[config.mk]
export PLATFORM = sky130hd
export DESIGN_NAME = uec_endpoint_ctrl
export DESIGN_NICKNAME = d
export VERILOG_FILES = /design/src/rtl/uec_pkg.sv /design/src/rtl/uec_endpoint_ctrl.sv
export SDC_FILE = /design/constraint.sdc
export NUM_CORES = 1
export LEC_CHECK = 0
export BUFFER_PORTS_ARGS = -buffer_cell sky130_fd_sc_hd__buf_2
export CAP_MARGIN = 15
export CORE_ASPECT_RATIO = 1.1
export CORE_MARGIN = 4
export CORE_UTILIZATION = 45
export CTS_BUF_LIST = sky130_fd_sc_hd__clkbuf_4 sky130_fd_sc_hd__clkbuf_8 sky130_fd_sc_hd__clkbuf_16
export CTS_CLUSTER_DIAMETER = 200
export CTS_CLUSTER_SIZE = 20
export DETAILED_ROUTE_END_ITERATION = 8
export PLACE_DENSITY = 0.76
export REMOVE_ABC_BUFFERS = 1
export SLEW_MARGIN = 5
export SYNTH_ARGS = -nofsm -noshare
export SYNTH_HDL_FRONTEND = slang
export SYNTH_SLANG_ARGS = --single-unit
[constraint.sdc]
create_clock -name mclk -period 1.85 [get_ports mclk]
set_input_delay 0.4625 -clock mclk [delete_from_list [all_inputs] [get_ports mclk]]
set_output_delay 0.4625 -clock mclk [all_outputs]
set_load 0.005 [all_outputs]
[src/rtl/uec_pkg.sv]
// Package for the endpoint 0 / endpoint 1 receive control block.
// Assumes one clock domain and a plain register port with 8-bit data.
`default_nettype none

package uec_pkg;

  // ----------------------------------------------------------------
  // Register map
  // ----------------------------------------------------------------
  localparam logic [2:0] UEC_ADDR_EP0   = 3'h0;
  localparam logic [2:0] UEC_ADDR_EP1RX = 3'h1;
  localparam logic [2:0] UEC_ADDR_LINK  = 3'h2;
  localparam logic [2:0] UEC_ADDR_ISTAT = 3'h3;
  localparam logic [2:0] UEC_ADDR_IMASK = 3'h4;
  localparam logic [2:0] UEC_ADDR_XSTAT = 3'h5;

  localparam logic [7:0] UEC_RESET_VAL  = 8'h00;

  // ----------------------------------------------------------------
  // Field positions
  // ----------------------------------------------------------------
  localparam int UEC_EP0_DONE_BIT = 7;
  localparam int UEC_EP0_TXTOG    = 6;
  localparam int UEC_EP1_DONE_BIT = 3;
  localparam int UEC_RXTOG        = 2;
  localparam int UEC_LINK_FORCE_LINK_RESET    = 0;
  localparam int UEC_IRQ_XFER     = 0;
  localparam int UEC_IRQ_LRST     = 1;

  // ----------------------------------------------------------------
  // Status codes and token kinds
  // ----------------------------------------------------------------
  typedef enum logic [1:0] {
    UEC_ST_DIS   = 2'h0,
    UEC_ST_STALL = 2'h1,
    UEC_ST_NAK   = 2'h2,
    UEC_ST_VALID = 2'h3
  } uec_stat_t;

  typedef enum logic [1:0] {
    UEC_TOK_OUT   = 2'h0,
    UEC_TOK_IN    = 2'h2,
    UEC_TOK_SETUP = 2'h3
  } uec_tok_t;

  // Transaction outcome reported by the serial engine, one-cycle valid.
  typedef struct packed {
    logic       valid;
    logic       ep1;
    uec_tok_t   token;
    logic       data_ok;
    logic       data_pid1;
    logic       ack_rx;
    logic       stall_sent;
  } uec_evt_t;

  // Endpoint answers toward the serial engine.
  typedef struct packed {
    uec_stat_t ep0_tx_stat;
    uec_stat_t ep0_rx_stat;
    logic      ep0_tx_tog;
    logic      ep0_rx_tog;
    uec_stat_t ep1_rx_stat;
    logic      ep1_rx_tog;
  } uec_epst_t;

endpackage : uec_pkg

`default_nettype wire

[src/rtl/uec_endpoint_ctrl.sv]
// Endpoint 0 control and endpoint 1 receive register logic.
// Assumes a serial engine on mclk that posts one-cycle transaction events.
`default_nettype none
//
// Behaviour
// RL1: SETUP on endpoint 0 sets tx toggle.
// RL2: Tx toggle flips only after host ACK.
// RL3: Software may write both toggle bits.
// RL4: Endpoint 0 tx status decode, bits 5:4.
// RL5: Endpoint 0 rx status decode, bits 1:0.
// RL6: Endpoint 0 done forces both statuses NAK.
// RL7: Setup stage clears endpoint 0 rx toggle.
// RL8: Rx toggle flips on matching good packet.
// RL9: SETUP while enabled: acknowledge, both NAK.
// RL10: Endpoint 0 STALL sets both statuses STALL.
// RL11: Link reset clears endpoint 1 bits 2:0.
// RL12: Reserved bits always read zero.
// RL13: Endpoint 1 done flag set, software clears.
// RL14: Endpoint 1 rx status decode, bits 1:0.
// RL15: Endpoint 1 done sets only rx NAK.
// RL16: Endpoint 0 done flag set, software clears.
// RL17: Link reset clears endpoint 0 bits 6:4, 2:0.
// RL18: Done flags raise shared transfer interrupt.

module uec_endpoint_ctrl (
  // Clock and reset
  input  wire logic               mclk,
  input  wire logic               reset,
  // Register port
  input  wire logic [2:0]         reg_addr,
  input  wire logic [7:0]         reg_wdata,
  input  wire logic               reg_wr,
  input  wire logic               reg_rd,
  output logic      [7:0]         reg_rdata,
  // Link side
  input  wire logic               bus_link_reset,
  input  wire uec_pkg::uec_evt_t  evt,
  output uec_pkg::uec_epst_t      ep_state,
  output logic                    ep0_answer_setup,
  output logic                    irq
);
  import uec_pkg::*;

  // ----------------------------------------------------------------
  // Registers
  // ----------------------------------------------------------------
  logic       ep0_done_flag_reg, ep0_done_flag_next;
  logic       ep0_tx_tog_reg,    ep0_tx_tog_next;
  uec_stat_t  ep0_tx_stat_reg,   ep0_tx_stat_next;
  logic       ep0_rx_tog_reg,    ep0_rx_tog_next;
  uec_stat_t  ep0_rx_stat_reg,   ep0_rx_stat_next;
  logic       rx_done_flag_reg,  rx_done_flag_next;
  logic       ep1_rx_tog_reg,    ep1_rx_tog_next;
  uec_stat_t  ep1_rx_stat_reg,   ep1_rx_stat_next;
  logic       force_link_reset_reg, force_link_reset_next;
  logic [1:0] istat_reg, istat_next;
  logic [1:0] imask_reg, imask_next;
  logic [2:0] xstat_reg, xstat_next;
  logic [7:0] rdata_reg, rdata_next;
  logic       lrst_prev_reg, lrst_prev_next;
  logic       bus_rst_s1_reg, bus_rst_s2_reg;

  logic       link_rst, ev0, ev1, wr_ep0, wr_ep1;
  logic       ep0_tx_en, ep0_rx_en, ep1_rx_en;
  logic       set_xfer, set_lrst;
  logic [7:0] ep0_view, ep1_view;

  // Bus reset comes from the pin domain, two flops before use.
  always_ff @(posedge mclk) begin
    if (reset) begin
      bus_rst_s1_reg <= 1'b0;
      bus_rst_s2_reg <= 1'b0;
    end else begin
      bus_rst_s1_reg <= bus_link_reset;
      bus_rst_s2_reg <= bus_rst_s1_reg;
    end
  end

  // Held in reset for as long as software keeps the force bit set.
  assign link_rst = bus_rst_s2_reg | force_link_reset_reg;
  assign ev0      = evt.valid & ~evt.ep1;
  assign ev1      = evt.valid &  evt.ep1;
  assign wr_ep0   = reg_wr && reg_addr == UEC_ADDR_EP0;
  assign wr_ep1   = reg_wr && reg_addr == UEC_ADDR_EP1RX;

  // ----------------------------------------------------------------
  // Status decode
  // ----------------------------------------------------------------
  assign ep0_tx_en = ep0_tx_stat_reg != UEC_ST_DIS;                   // RL4
  assign ep0_rx_en = ep0_rx_stat_reg != UEC_ST_DIS;                   // RL5
  assign ep1_rx_en = ep1_rx_stat_reg != UEC_ST_DIS;                   // RL14
  // A SETUP is taken whenever the endpoint is not wholly disabled.
  assign ep0_answer_setup = ep0_tx_en | ep0_rx_en;                    // RL9

  assign ep_state.ep0_tx_stat = ep0_tx_stat_reg;                      // RL4
  assign ep_state.ep0_rx_stat = ep0_rx_stat_reg;                      // RL5
  assign ep_state.ep0_tx_tog  = ep0_tx_tog_reg;
  assign ep_state.ep0_rx_tog  = ep0_rx_tog_reg;
  assign ep_state.ep1_rx_stat = ep1_rx_stat_reg;                      // RL14
  assign ep_state.ep1_rx_tog  = ep1_rx_tog_reg;

  // ----------------------------------------------------------------
  // Endpoint 0
  // ----------------------------------------------------------------
  always_comb begin
    ep0_done_flag_next = ep0_done_flag_reg;
    ep0_tx_tog_next    = ep0_tx_tog_reg;
    ep0_tx_stat_next   = ep0_tx_stat_reg;
    ep0_rx_tog_next    = ep0_rx_tog_reg;
    ep0_rx_stat_next   = ep0_rx_stat_reg;
    if (wr_ep0) begin
      ep0_tx_tog_next  = reg_wdata[UEC_EP0_TXTOG];                   // RL3
      ep0_tx_stat_next = uec_stat_t'(reg_wdata[5:4]);
      ep0_rx_tog_next  = reg_wdata[UEC_RXTOG];                       // RL3
      ep0_rx_stat_next = uec_stat_t'(reg_wdata[1:0]);
      if (!reg_wdata[UEC_EP0_DONE_BIT]) begin
        ep0_done_flag_next = 1'b0;                                    // RL16
      end
    end
    if (ev0) begin
      if (evt.stall_sent) begin
        ep0_tx_stat_next = UEC_ST_STALL;                              // RL10
        ep0_rx_stat_next = UEC_ST_STALL;                              // RL10
      end else if (evt.token == UEC_TOK_SETUP && ep0_answer_setup) begin
        ep0_tx_tog_next    = 1'b1;                                    // RL1
        ep0_rx_tog_next    = 1'b0;                                    // RL7
        ep0_tx_stat_next   = UEC_ST_NAK;                              // RL9
        ep0_rx_stat_next   = UEC_ST_NAK;                              // RL9
        ep0_done_flag_next = 1'b1;                                    // RL16
      end else if (evt.token == UEC_TOK_IN && ep0_tx_stat_reg == UEC_ST_VALID) begin
        if (evt.ack_rx) begin
          ep0_tx_tog_next    = ~ep0_tx_tog_reg;                       // RL2
          ep0_done_flag_next = 1'b1;                                  // RL16
          ep0_tx_stat_next   = UEC_ST_NAK;                            // RL6
          ep0_rx_stat_next   = UEC_ST_NAK;                            // RL6
        end
      end else if (evt.token == UEC_TOK_OUT && ep0_rx_stat_reg == UEC_ST_VALID) begin
        if (evt.data_ok && evt.data_pid1 == ep0_rx_tog_reg) begin
          ep0_rx_tog_next    = ~ep0_rx_tog_reg;                       // RL8
          ep0_done_flag_next = 1'b1;                                  // RL16
          ep0_tx_stat_next   = UEC_ST_NAK;                            // RL6
          ep0_rx_stat_next   = UEC_ST_NAK;                            // RL6
        end
      end
    end
    if (link_rst) begin
      ep0_tx_tog_next  = 1'b0;                                        // RL17
      ep0_tx_stat_next = UEC_ST_DIS;                                  // RL17
      ep0_rx_tog_next  = 1'b0;                                        // RL17
      ep0_rx_stat_next = UEC_ST_DIS;                                  // RL17
    end
  end

  // ----------------------------------------------------------------
  // Endpoint 1 receive
  // ----------------------------------------------------------------
  always_comb begin
    rx_done_flag_next = rx_done_flag_reg;
    ep1_rx_tog_next   = ep1_rx_tog_reg;
    ep1_rx_stat_next  = ep1_rx_stat_reg;
    if (wr_ep1) begin
      ep1_rx_tog_next  = reg_wdata[UEC_RXTOG];                       // RL3
      ep1_rx_stat_next = uec_stat_t'(reg_wdata[1:0]);
      if (!reg_wdata[UEC_EP1_DONE_BIT]) begin
        rx_done_flag_next = 1'b0;                                     // RL13
      end
    end
    if (ev1 && evt.token == UEC_TOK_OUT && ep1_rx_en) begin
      if (ep1_rx_stat_reg == UEC_ST_VALID && evt.data_ok &&
          evt.data_pid1 == ep1_rx_tog_reg) begin
        ep1_rx_tog_next   = ~ep1_rx_tog_reg;                          // RL8
        rx_done_flag_next = 1'b1;                                     // RL13
        ep1_rx_stat_next  = UEC_ST_NAK;                               // RL15
      end
    end
    if (link_rst) begin
      ep1_rx_tog_next  = 1'b0;                                        // RL11
      ep1_rx_stat_next = UEC_ST_DIS;                                  // RL11
    end
  end

  // ----------------------------------------------------------------
  // Link control, interrupts, read port
  // ----------------------------------------------------------------
  assign set_xfer = (ep0_done_flag_next & ~ep0_done_flag_reg) |
                    (rx_done_flag_next & ~rx_done_flag_reg);          // RL18
  // The link-reset event is raised when the held reset ends.
  assign set_lrst = lrst_prev_reg & ~link_rst;
  assign ep0_view = {ep0_done_flag_reg, ep0_tx_tog_reg, ep0_tx_stat_reg,
                     1'b0, ep0_rx_tog_reg, ep0_rx_stat_reg};          // RL12
  assign ep1_view = {4'h0, rx_done_flag_reg, ep1_rx_tog_reg,
                     ep1_rx_stat_reg};                                // RL12

  always_comb begin
    force_link_reset_next = force_link_reset_reg;
    imask_next            = imask_reg;
    istat_next            = istat_reg;
    xstat_next            = xstat_reg;
    lrst_prev_next        = link_rst;
    rdata_next            = UEC_RESET_VAL;
    if (reg_wr && reg_addr == UEC_ADDR_LINK) begin
      force_link_reset_next = reg_wdata[UEC_LINK_FORCE_LINK_RESET];
    end
    if (reg_wr && reg_addr == UEC_ADDR_IMASK) begin
      imask_next = reg_wdata[1:0];
    end
    if (reg_wr && reg_addr == UEC_ADDR_ISTAT) begin
      istat_next = istat_reg & ~reg_wdata[1:0];
    end
    // Setting wins over a clear in the same cycle.
    if (set_xfer) begin
      istat_next[UEC_IRQ_XFER] = 1'b1;                                // RL18
      xstat_next = {evt.ep1, evt.token};                              // RL18
    end
    if (set_lrst) begin
      istat_next[UEC_IRQ_LRST] = 1'b1;
    end
    if (reg_rd) begin
      case (reg_addr)
        UEC_ADDR_EP0:   rdata_next = ep0_view;
        UEC_ADDR_EP1RX: rdata_next = ep1_view;
        UEC_ADDR_LINK:  rdata_next = {7'h00, force_link_reset_reg};
        UEC_ADDR_ISTAT: rdata_next = {6'h00, istat_reg};
        UEC_ADDR_IMASK: rdata_next = {6'h00, imask_reg};
        UEC_ADDR_XSTAT: rdata_next = {5'h00, xstat_reg};
        default:        rdata_next = UEC_RESET_VAL;
      endcase
    end
  end

  always_ff @(posedge mclk) begin
    if (reset) begin
      ep0_done_flag_reg    <= 1'b0;
      ep0_tx_tog_reg       <= 1'b0;
      ep0_tx_stat_reg      <= UEC_ST_DIS;
      ep0_rx_tog_reg       <= 1'b0;
      ep0_rx_stat_reg      <= UEC_ST_DIS;
      rx_done_flag_reg     <= 1'b0;
      ep1_rx_tog_reg       <= 1'b0;
      ep1_rx_stat_reg      <= UEC_ST_DIS;
      force_link_reset_reg <= 1'b0;
      istat_reg            <= 2'h0;
      imask_reg            <= 2'h0;
      xstat_reg            <= 3'h0;
      rdata_reg            <= UEC_RESET_VAL;
      lrst_prev_reg        <= 1'b0;
    end else begin
      ep0_done_flag_reg    <= ep0_done_flag_next;
      ep0_tx_tog_reg       <= ep0_tx_tog_next;
      ep0_tx_stat_reg      <= ep0_tx_stat_next;
      ep0_rx_tog_reg       <= ep0_rx_tog_next;
      ep0_rx_stat_reg      <= ep0_rx_stat_next;
      rx_done_flag_reg     <= rx_done_flag_next;
      ep1_rx_tog_reg       <= ep1_rx_tog_next;
      ep1_rx_stat_reg      <= ep1_rx_stat_next;
      force_link_reset_reg <= force_link_reset_next;
      istat_reg            <= istat_next;
      imask_reg            <= imask_next;
      xstat_reg            <= xstat_next;
      rdata_reg            <= rdata_next;
      lrst_prev_reg        <= lrst_prev_next;
    end
  end

  assign reg_rdata = rdata_reg;
  assign irq       = |(istat_reg & imask_reg);

endmodule : uec_endpoint_ctrl

`default_nettype wire

==> results of run 1 <==
[path summary, 6_finish.rpt]
check / slack (ns) / startpoint / depth (start not counted) / to
max: 0.007 / ep0_tx_stat_reg[0]$_SDFF_PP0_ / 2 / ep0_answer_setup
min: 0.36 / bus_link_reset / 2 / bus_rst_s1_reg$_SDFF_PP0_
max reg2reg: 0.20 / ep0_tx_stat_reg[0]$_SDFF_PP0_ / 5 / xstat_reg[1]$_SDFFE_PP0P_
min reg2reg: 0.45 / bus_rst_s1_reg$_SDFF_PP0_ / 1 / bus_rst_s2_reg$_SDFF_PP0_
[through the flow]
stage | setup WS [ns] | hold slack [ns] | utilization [%]
after floorplan | 0.2473 | 0.4138 | -
after detailed placement | -0.004059 | 0.4308 | 56.03
final | 0.007210 | 0.3559 | 59.07
after global routing | -0.02471 | 0.3541 | 59.07
after global placement | 0.07745 | 0.4201 | 56.03
after CTS | 0.006266 | 0.3491 | 58.54
[area by class of cell]
| cell class | count | area [um2] |
|---|---|---|
| flip-flops and latches | 30 | 608.1 |
| fillers | 270 | 1247 |
| repair buffers | 53 | 299.0 |
| inverters | 3 | 11.26 |
| clock buffers | 7 | 58.81 |
| well taps | 34 | 42.54 |
| clock inverters | 1 | 5.005 |
| multi-input cells | 109 | 775.7 |
[kinds of logic (layout without fill, tap and decap cells)]
family / count (synthesis) / after routing / share of synthesized area, %
buf+inv: 11 / 64 / 3.761
xor+xnor: 2 / 2 / 1.225
compound gates: 26 / 26 / 12.86
mux: 17 / 17 / 14.26
flops: 30 / 30 / 42.00
simple gates: 64 / 64 / 25.90
[placed cells by master, fill, tap and decap left out, types with 2 or more instances in the layout]
cell and n:
a21oi_1 10, and2_1 4, buf_2 41, buf_4 11
clkbuf_4 6, dfxtp_1 28, dfxtp_4 2, inv_1 3
mux2_2 4, mux2i_1 11, nand2_1 6, nand2b_1 6
nand3_1 3, nand3b_1 2, nand4_1 4, nor2_1 16
nor2b_1 4, nor3_1 3, nor3b_1 4, nor4_1 2
o21ai_0 6, or2_2 2, or2b_1 2
[layer usage]
layer	global-route usage, %	vias up	share of wire (%)
li1	-	639	-
met1	23.91	611	43
met2	30.24	42	49
met3	5.233	6	6.0
met4	8.753	0	2.1
met5	0	-	0
[power by group]
part	total [mW]	switching [mW]	leakage [nW]	internal, mW
Clock	0.432	0.233	0.0387	0.199
Combinational	0.155	0.0785	0.514	0.0762
Sequential	0.664	0.00816	0.244	0.656
Total	1.25	0.320	0.797	0.931
[repair_timing]
item / in CTS / in global routing
pin swaps: 0 / 1
setup endpoints to repair: 1 / 1
setup buffers: 1 / 1
gates resized for setup: 3 / 2
==> metrics.md, run 1 <==
| Metric | Value |
|---|---|
| Status | finished, final reports clean |
| Total of max-cap violations | 0 |
| CTS Hold Bufs | 0 |
| CP Max Fanout | 3 |
| Fin crit period | 1.843 ns |
| Final-report setup violation count | 0 |
| Synthesized area per cell | 9.534 um2 |
| Finished Layout Cells | 237 |
| Routed len/inst | between 10 and 15 um |
| Worst slew pin tran | 0.4513 ns |
| Period utilization | 99.61% |
| Clk Tree Root Cell | clkbuf_4 |
| Initial core utilization | a little under half |
| Critical-path top delay cell | or4_4 |
| TNS Setup | 0 ns |
| Flop and latch count out of synthesis | 30 |
| CP delay by family, top | simple AND/OR/NAND/NOR gates |
| Clk_skew | 0.01041 ns |
| Most frequent cells after synthesis | 30 x dfxtp_1, 16 x nor2_1, 11 x mux2i_1, 10 x a21oi_1 |
| Number of global-route vias before repair | 1286 |
| Startpoint Class | flop |
| Vias per cell | 5.477 |
| Crit path capture type | primary output |
| Die ar. | 0.004145 mm2 |
| Die width | 61.75 um |
| Clk sinks | 30 |
| DRT iter0 DRCs | 45 |
| H-Tree Depth | 2 |
| Routed Antenna Nets | 0 |
| RSZ-0062 raised after global routing | yes |
| Synth area leader | dfxtp_1 |
| Slew headroom | 69.82% |
| Netlist Area Pre-Place | ~0.0014 mm2 |
| CP max stage delay | 0.56 ns |
| Diode count | 0 |
| Post-Synthesis Cells | 150 |
| Yosys top cell area share | 41.99% |
| GRT Total Usage | between 10% and 20% |
| Max-slew violation count | 0 |
| HPWL Detailed | 2689 um |
| Register area share after synthesis | 41.99% |
| Largest net degree at the start of global routing | 12 |
| Worst hold path type | input port to flop |
| Drt pass-1 iters | 5 |
| Fmax | 542.7 MHz |
| CTS tree | done |
| Final hold violation count | 0 |
| LEAKAGE | 0.7967 nW |
| # IOs | 43 |
| Core area | between 0.003 and 0.004 mm2 |
| VDD IR-drop max | 513.5 uV |
| Count leader, synth | dfxtp_1 |
| Initial antenna violation count | 0 |
| Die height | about 67 um |
| Number of synthesis warnings | 0 |
| Ys async rst share | 0% |
| Post-route cell area | 0.001800 mm2 |
| Cells after DPL | 227 |
| Max clock buf depth | 2 |
| Bufs and invs on worst path | 1 |
| Final Net Count | approximately 230 |
| GRT overflow | 0 |
| EDFF count, synth | 0 |
| Port bufs | between 40 and 50 |
| Global-route wire length before repair | 5761 um |
| PwrDens | 694.6 mW/mm2 |
| DRC | 0 |
| Fraction of layout cells with a size suffix above 1 | 37.93% |
| Placement-stage cell area | 0.001708 mm2 |
| Req. time, crit path | 1.39 ns |
| CTS Buf Count | 5 |
| Largest register FFs | 8 |
| Clk Latency, worst-skew pair | between 0.3 and 0.4 ns |
| Dominant synthesized flop cell | dfxtp_1 |
| Crit Path Class | flop to primary output |
| Total power | 1.251 mW |
| Routability cong. | a little under 0.9 |
| Detailed-route via count | 1298 |
| Post-synth cell types | 42 |
| Reg clk slew, reported paths | 0.10 ns |
| Crit path cell chain | or4_4 -> buf_6 |
| Num rows | 21 |
| WL final | between 3000 and 4000 um |
| Synth area leaders | dfxtp_1 42%, mux2i_1 7.7%, nor2_1 4.2%, a21oi_1 3.5%, mux2_2 3.1% |
| Critical path arrival | about 1.4 ns |
| Area grow syn2layout | 25.90% |
Power figures use the tool's default switching activity.
==> run 2: changes to the inputs <==
CORE_UTILIZATION = 43   (was 45)
PLACE_DENSITY = 0.74   (was 0.76)
==> run 2 against run 1 <==
  * Worst setup slack better by 0.037 ns
  * Final area is 0.21% lower
  * Wire length is 1.6% lower
  * Combinational power hardly changed
  * Critical endpoint unchanged
  * Largest power group unchanged
==> metrics.md, run 2 (synthesis gave the netlist of run 1 again) <==
| Metric | Value |
|---|---|
| Hold_sp | bus_link_reset |
| Status | finished, final reports clean |
| Fmax | 553.8 MHz (+2.1%) |
| Core area | 0.003127 mm2 (+2.6%) |
| GRT overflow | 0 (unchanged) |
| LEAKAGE | 0.7919 nW (-0.60%) |
| Max-slew violation count | 0 (unchanged) |
| Detailed-route via count | 1295 (-0.23%) |
| Die ar. | 0.004314 mm2 (+4.1%) |
| Clk Latency, worst-skew pair | 0.34 ns (about the same) |
| RSZ-0062 raised after global routing | no |
| Worst hold slack | 0.3309 ns (-0.02498 ns) |
| Drt pass-1 iters | 4 (-1) |
| CTS tree | done |
| CP max stage delay | 0.55 ns (about the same) |
| Cells after DPL | 227 (unchanged) |
| GRT Total Usage | 17.05% (-2.1 points) |
| Final WS setup | 0.04432 ns (+0.03711 ns) |
| Most frequent cells in the layout | 41 x buf_2, 29 x dfxtp_1, 16 x nor2_1 |
| Dpl ws | 0.009954 ns (+0.01401 ns) |
| DRC | 0 (unchanged) |
| Placement-stage cell area | 0.001708 mm2 (unchanged) |
| TNS Setup | 0 ns (unchanged) |
| Routed len/inst | 14.49 um (-1.6%) |
| Slew headroom | 70.15% (+0.34 points) |
| Crit path cell chain | or4_4 -> buf_6 |
| Final-report setup violation count | 0 (unchanged) |
| CP Max Fanout | 3 (unchanged) |
| Largest register FFs | 8 (unchanged) |
| Period utilization | 97.60% (-2.0 points) |
| Post-route cell area | 0.001797 mm2 (-0.21%) |
| Req. time, crit path | 1.39 ns (about the same) |
| Final hold violation count | 0 (unchanged) |
| Vias per cell | 5.464 (-0.23%) |
| Fin crit period | 1.806 ns (-0.03711 ns) |
| Bufs and invs on worst path | 1 (unchanged) |
| Worst hold path type | input port to flop |
| Clk sinks | 30 (unchanged) |
| Initial core utilization | 45.74% (-1.2 points) |
| H-Tree Depth | 2 (unchanged) |
| Total of max-cap violations | 0 (unchanged) |
| Final Net Count | 226 (unchanged) |
| Worst slew pin tran | 0.4463 ns (-0.005012 ns) |
| Finished Layout Cells | 237 (unchanged) |
| Crit Path Class | flop to primary output |
| Reg clk slew, reported paths | 0.10 ns (about the same) |
| Critical path startpoint | ep0_rx_stat_reg[0]$_SDFF_PP0_ |
| Number of global-route vias before repair | 1253 (-2.6%) |
| Max clock buf depth | 2 (unchanged) |
| Die width | 62.99 um (+2.0%) |
| WL final | 3434 um (-1.6%) |
| PwrDens | 689.0 mW/mm2 (-0.81%) |
| Diode count | 0 (unchanged) |
| Largest net degree at the start of global routing | 18 (+6) |
| Global-route wire length before repair | 5595 um (-2.9%) |
| Port bufs | 42 (unchanged) |
| Fraction of layout cells with a size suffix above 1 | 37.44% (-0.49 points) |
| Most common cell after layout, fill and taps aside | buf_2 |
| Initial antenna violation count | 0 (unchanged) |
| Critical path arrival | 1.34 ns (-0.04 ns) |
| Crit path capture type | primary output |
| DRT iter0 DRCs | 31 (-31%) |
| Clk Tree Root Cell | clkbuf_4 |
| Die height | 68.49 um (+2.0%) |
| Critical-path top delay cell | or4_4 |
| Worst r2r src | ep0_rx_stat_reg[0]$_SDFF_PP0_ |
| VDD IR-drop max | 351.3 uV (-32%) |
| Clk_skew | 0.005897 ns (-0.004510 ns) |
| Num rows | 21 (unchanged) |
| Area grow syn2layout | 25.63% |
| CP delay by family, top | simple AND/OR/NAND/NOR gates |
| Routability cong. | 0.8379 (-4.3%) |
| Startpoint Class | flop |
| HPWL Detailed | 2635 um (-2.0%) |
| # IOs | 43 (unchanged) |
| CTS Buf Count | 5 (unchanged) |
| Routed Antenna Nets | 0 (unchanged) |
run 2: report_power, final:
| part | switching (mW) | total, mW | internal [mW] |
|---|---|---|---|
| Combinational | 0.0781 | 0.156 | 0.0779 |
| Clock | 0.234 | 0.417 | 0.182 |
| Sequential | 0.00848 | 0.665 | 0.657 |
run 2: worst paths after layout:
check / end / slack (ns) / depth (start not counted)
worst min-delay path: bus_rst_s1_reg$_SDFF_PP0_ / 0.33 / 2
worst min register to register: bus_rst_s2_reg$_SDFF_PP0_ / 0.46 / 1
worst max register to register: xstat_reg[0]$_SDFFE_PP0P_ / 0.12 / 6
worst max-delay path: ep0_answer_setup / 0.04 / 2
run 2: repair_timing:
item	4_1_cts	5_1_grt
hold buffers	0	0
resized for setup	1	2
pin swaps	0	1
buffers inserted	0	2
endpoints found under the setup margin	1	1
run 2: per-layer routing:
metal	wire length, um	track usage (%)	up-vias
met5	0	0	-
met2	1692	28.99	42
met1	1520	19.74	602
met3	142	3.777	7
met4	78	10.74	0
li1	-	-	644
run 2: area by class of cell:
class	count	area, um2
clock buffer	6	51.30
clock inverter	2	12.51
fill	276	1330
inverter	3	11.26
multi-input combinational	109	775.7
sequential	30	604.3
tap	34	42.54
timing repair buffer	53	299.0
run 2: per-stage QoR:
step	power (mW)	util, %
CTS	1.239	56.70
floorplan	0.7442	-
finish	1.238	57.46
global route	1.290	57.46
detailed placement	0.8251	54.62
global placement	0.8209	54.62
run 2: worst reg2reg max path, delay by kind of cell, from the launching register on:
family / cells / cell delay (ns)
AND/OR/NAND/NOR: 1 / 0.55
flip-flops: 1 / 0.32
multiplexers: 1 / 0.19
AO/OA/AOI/OAI: 3 / 0.44
buffers and inverters: 1 / 0.15
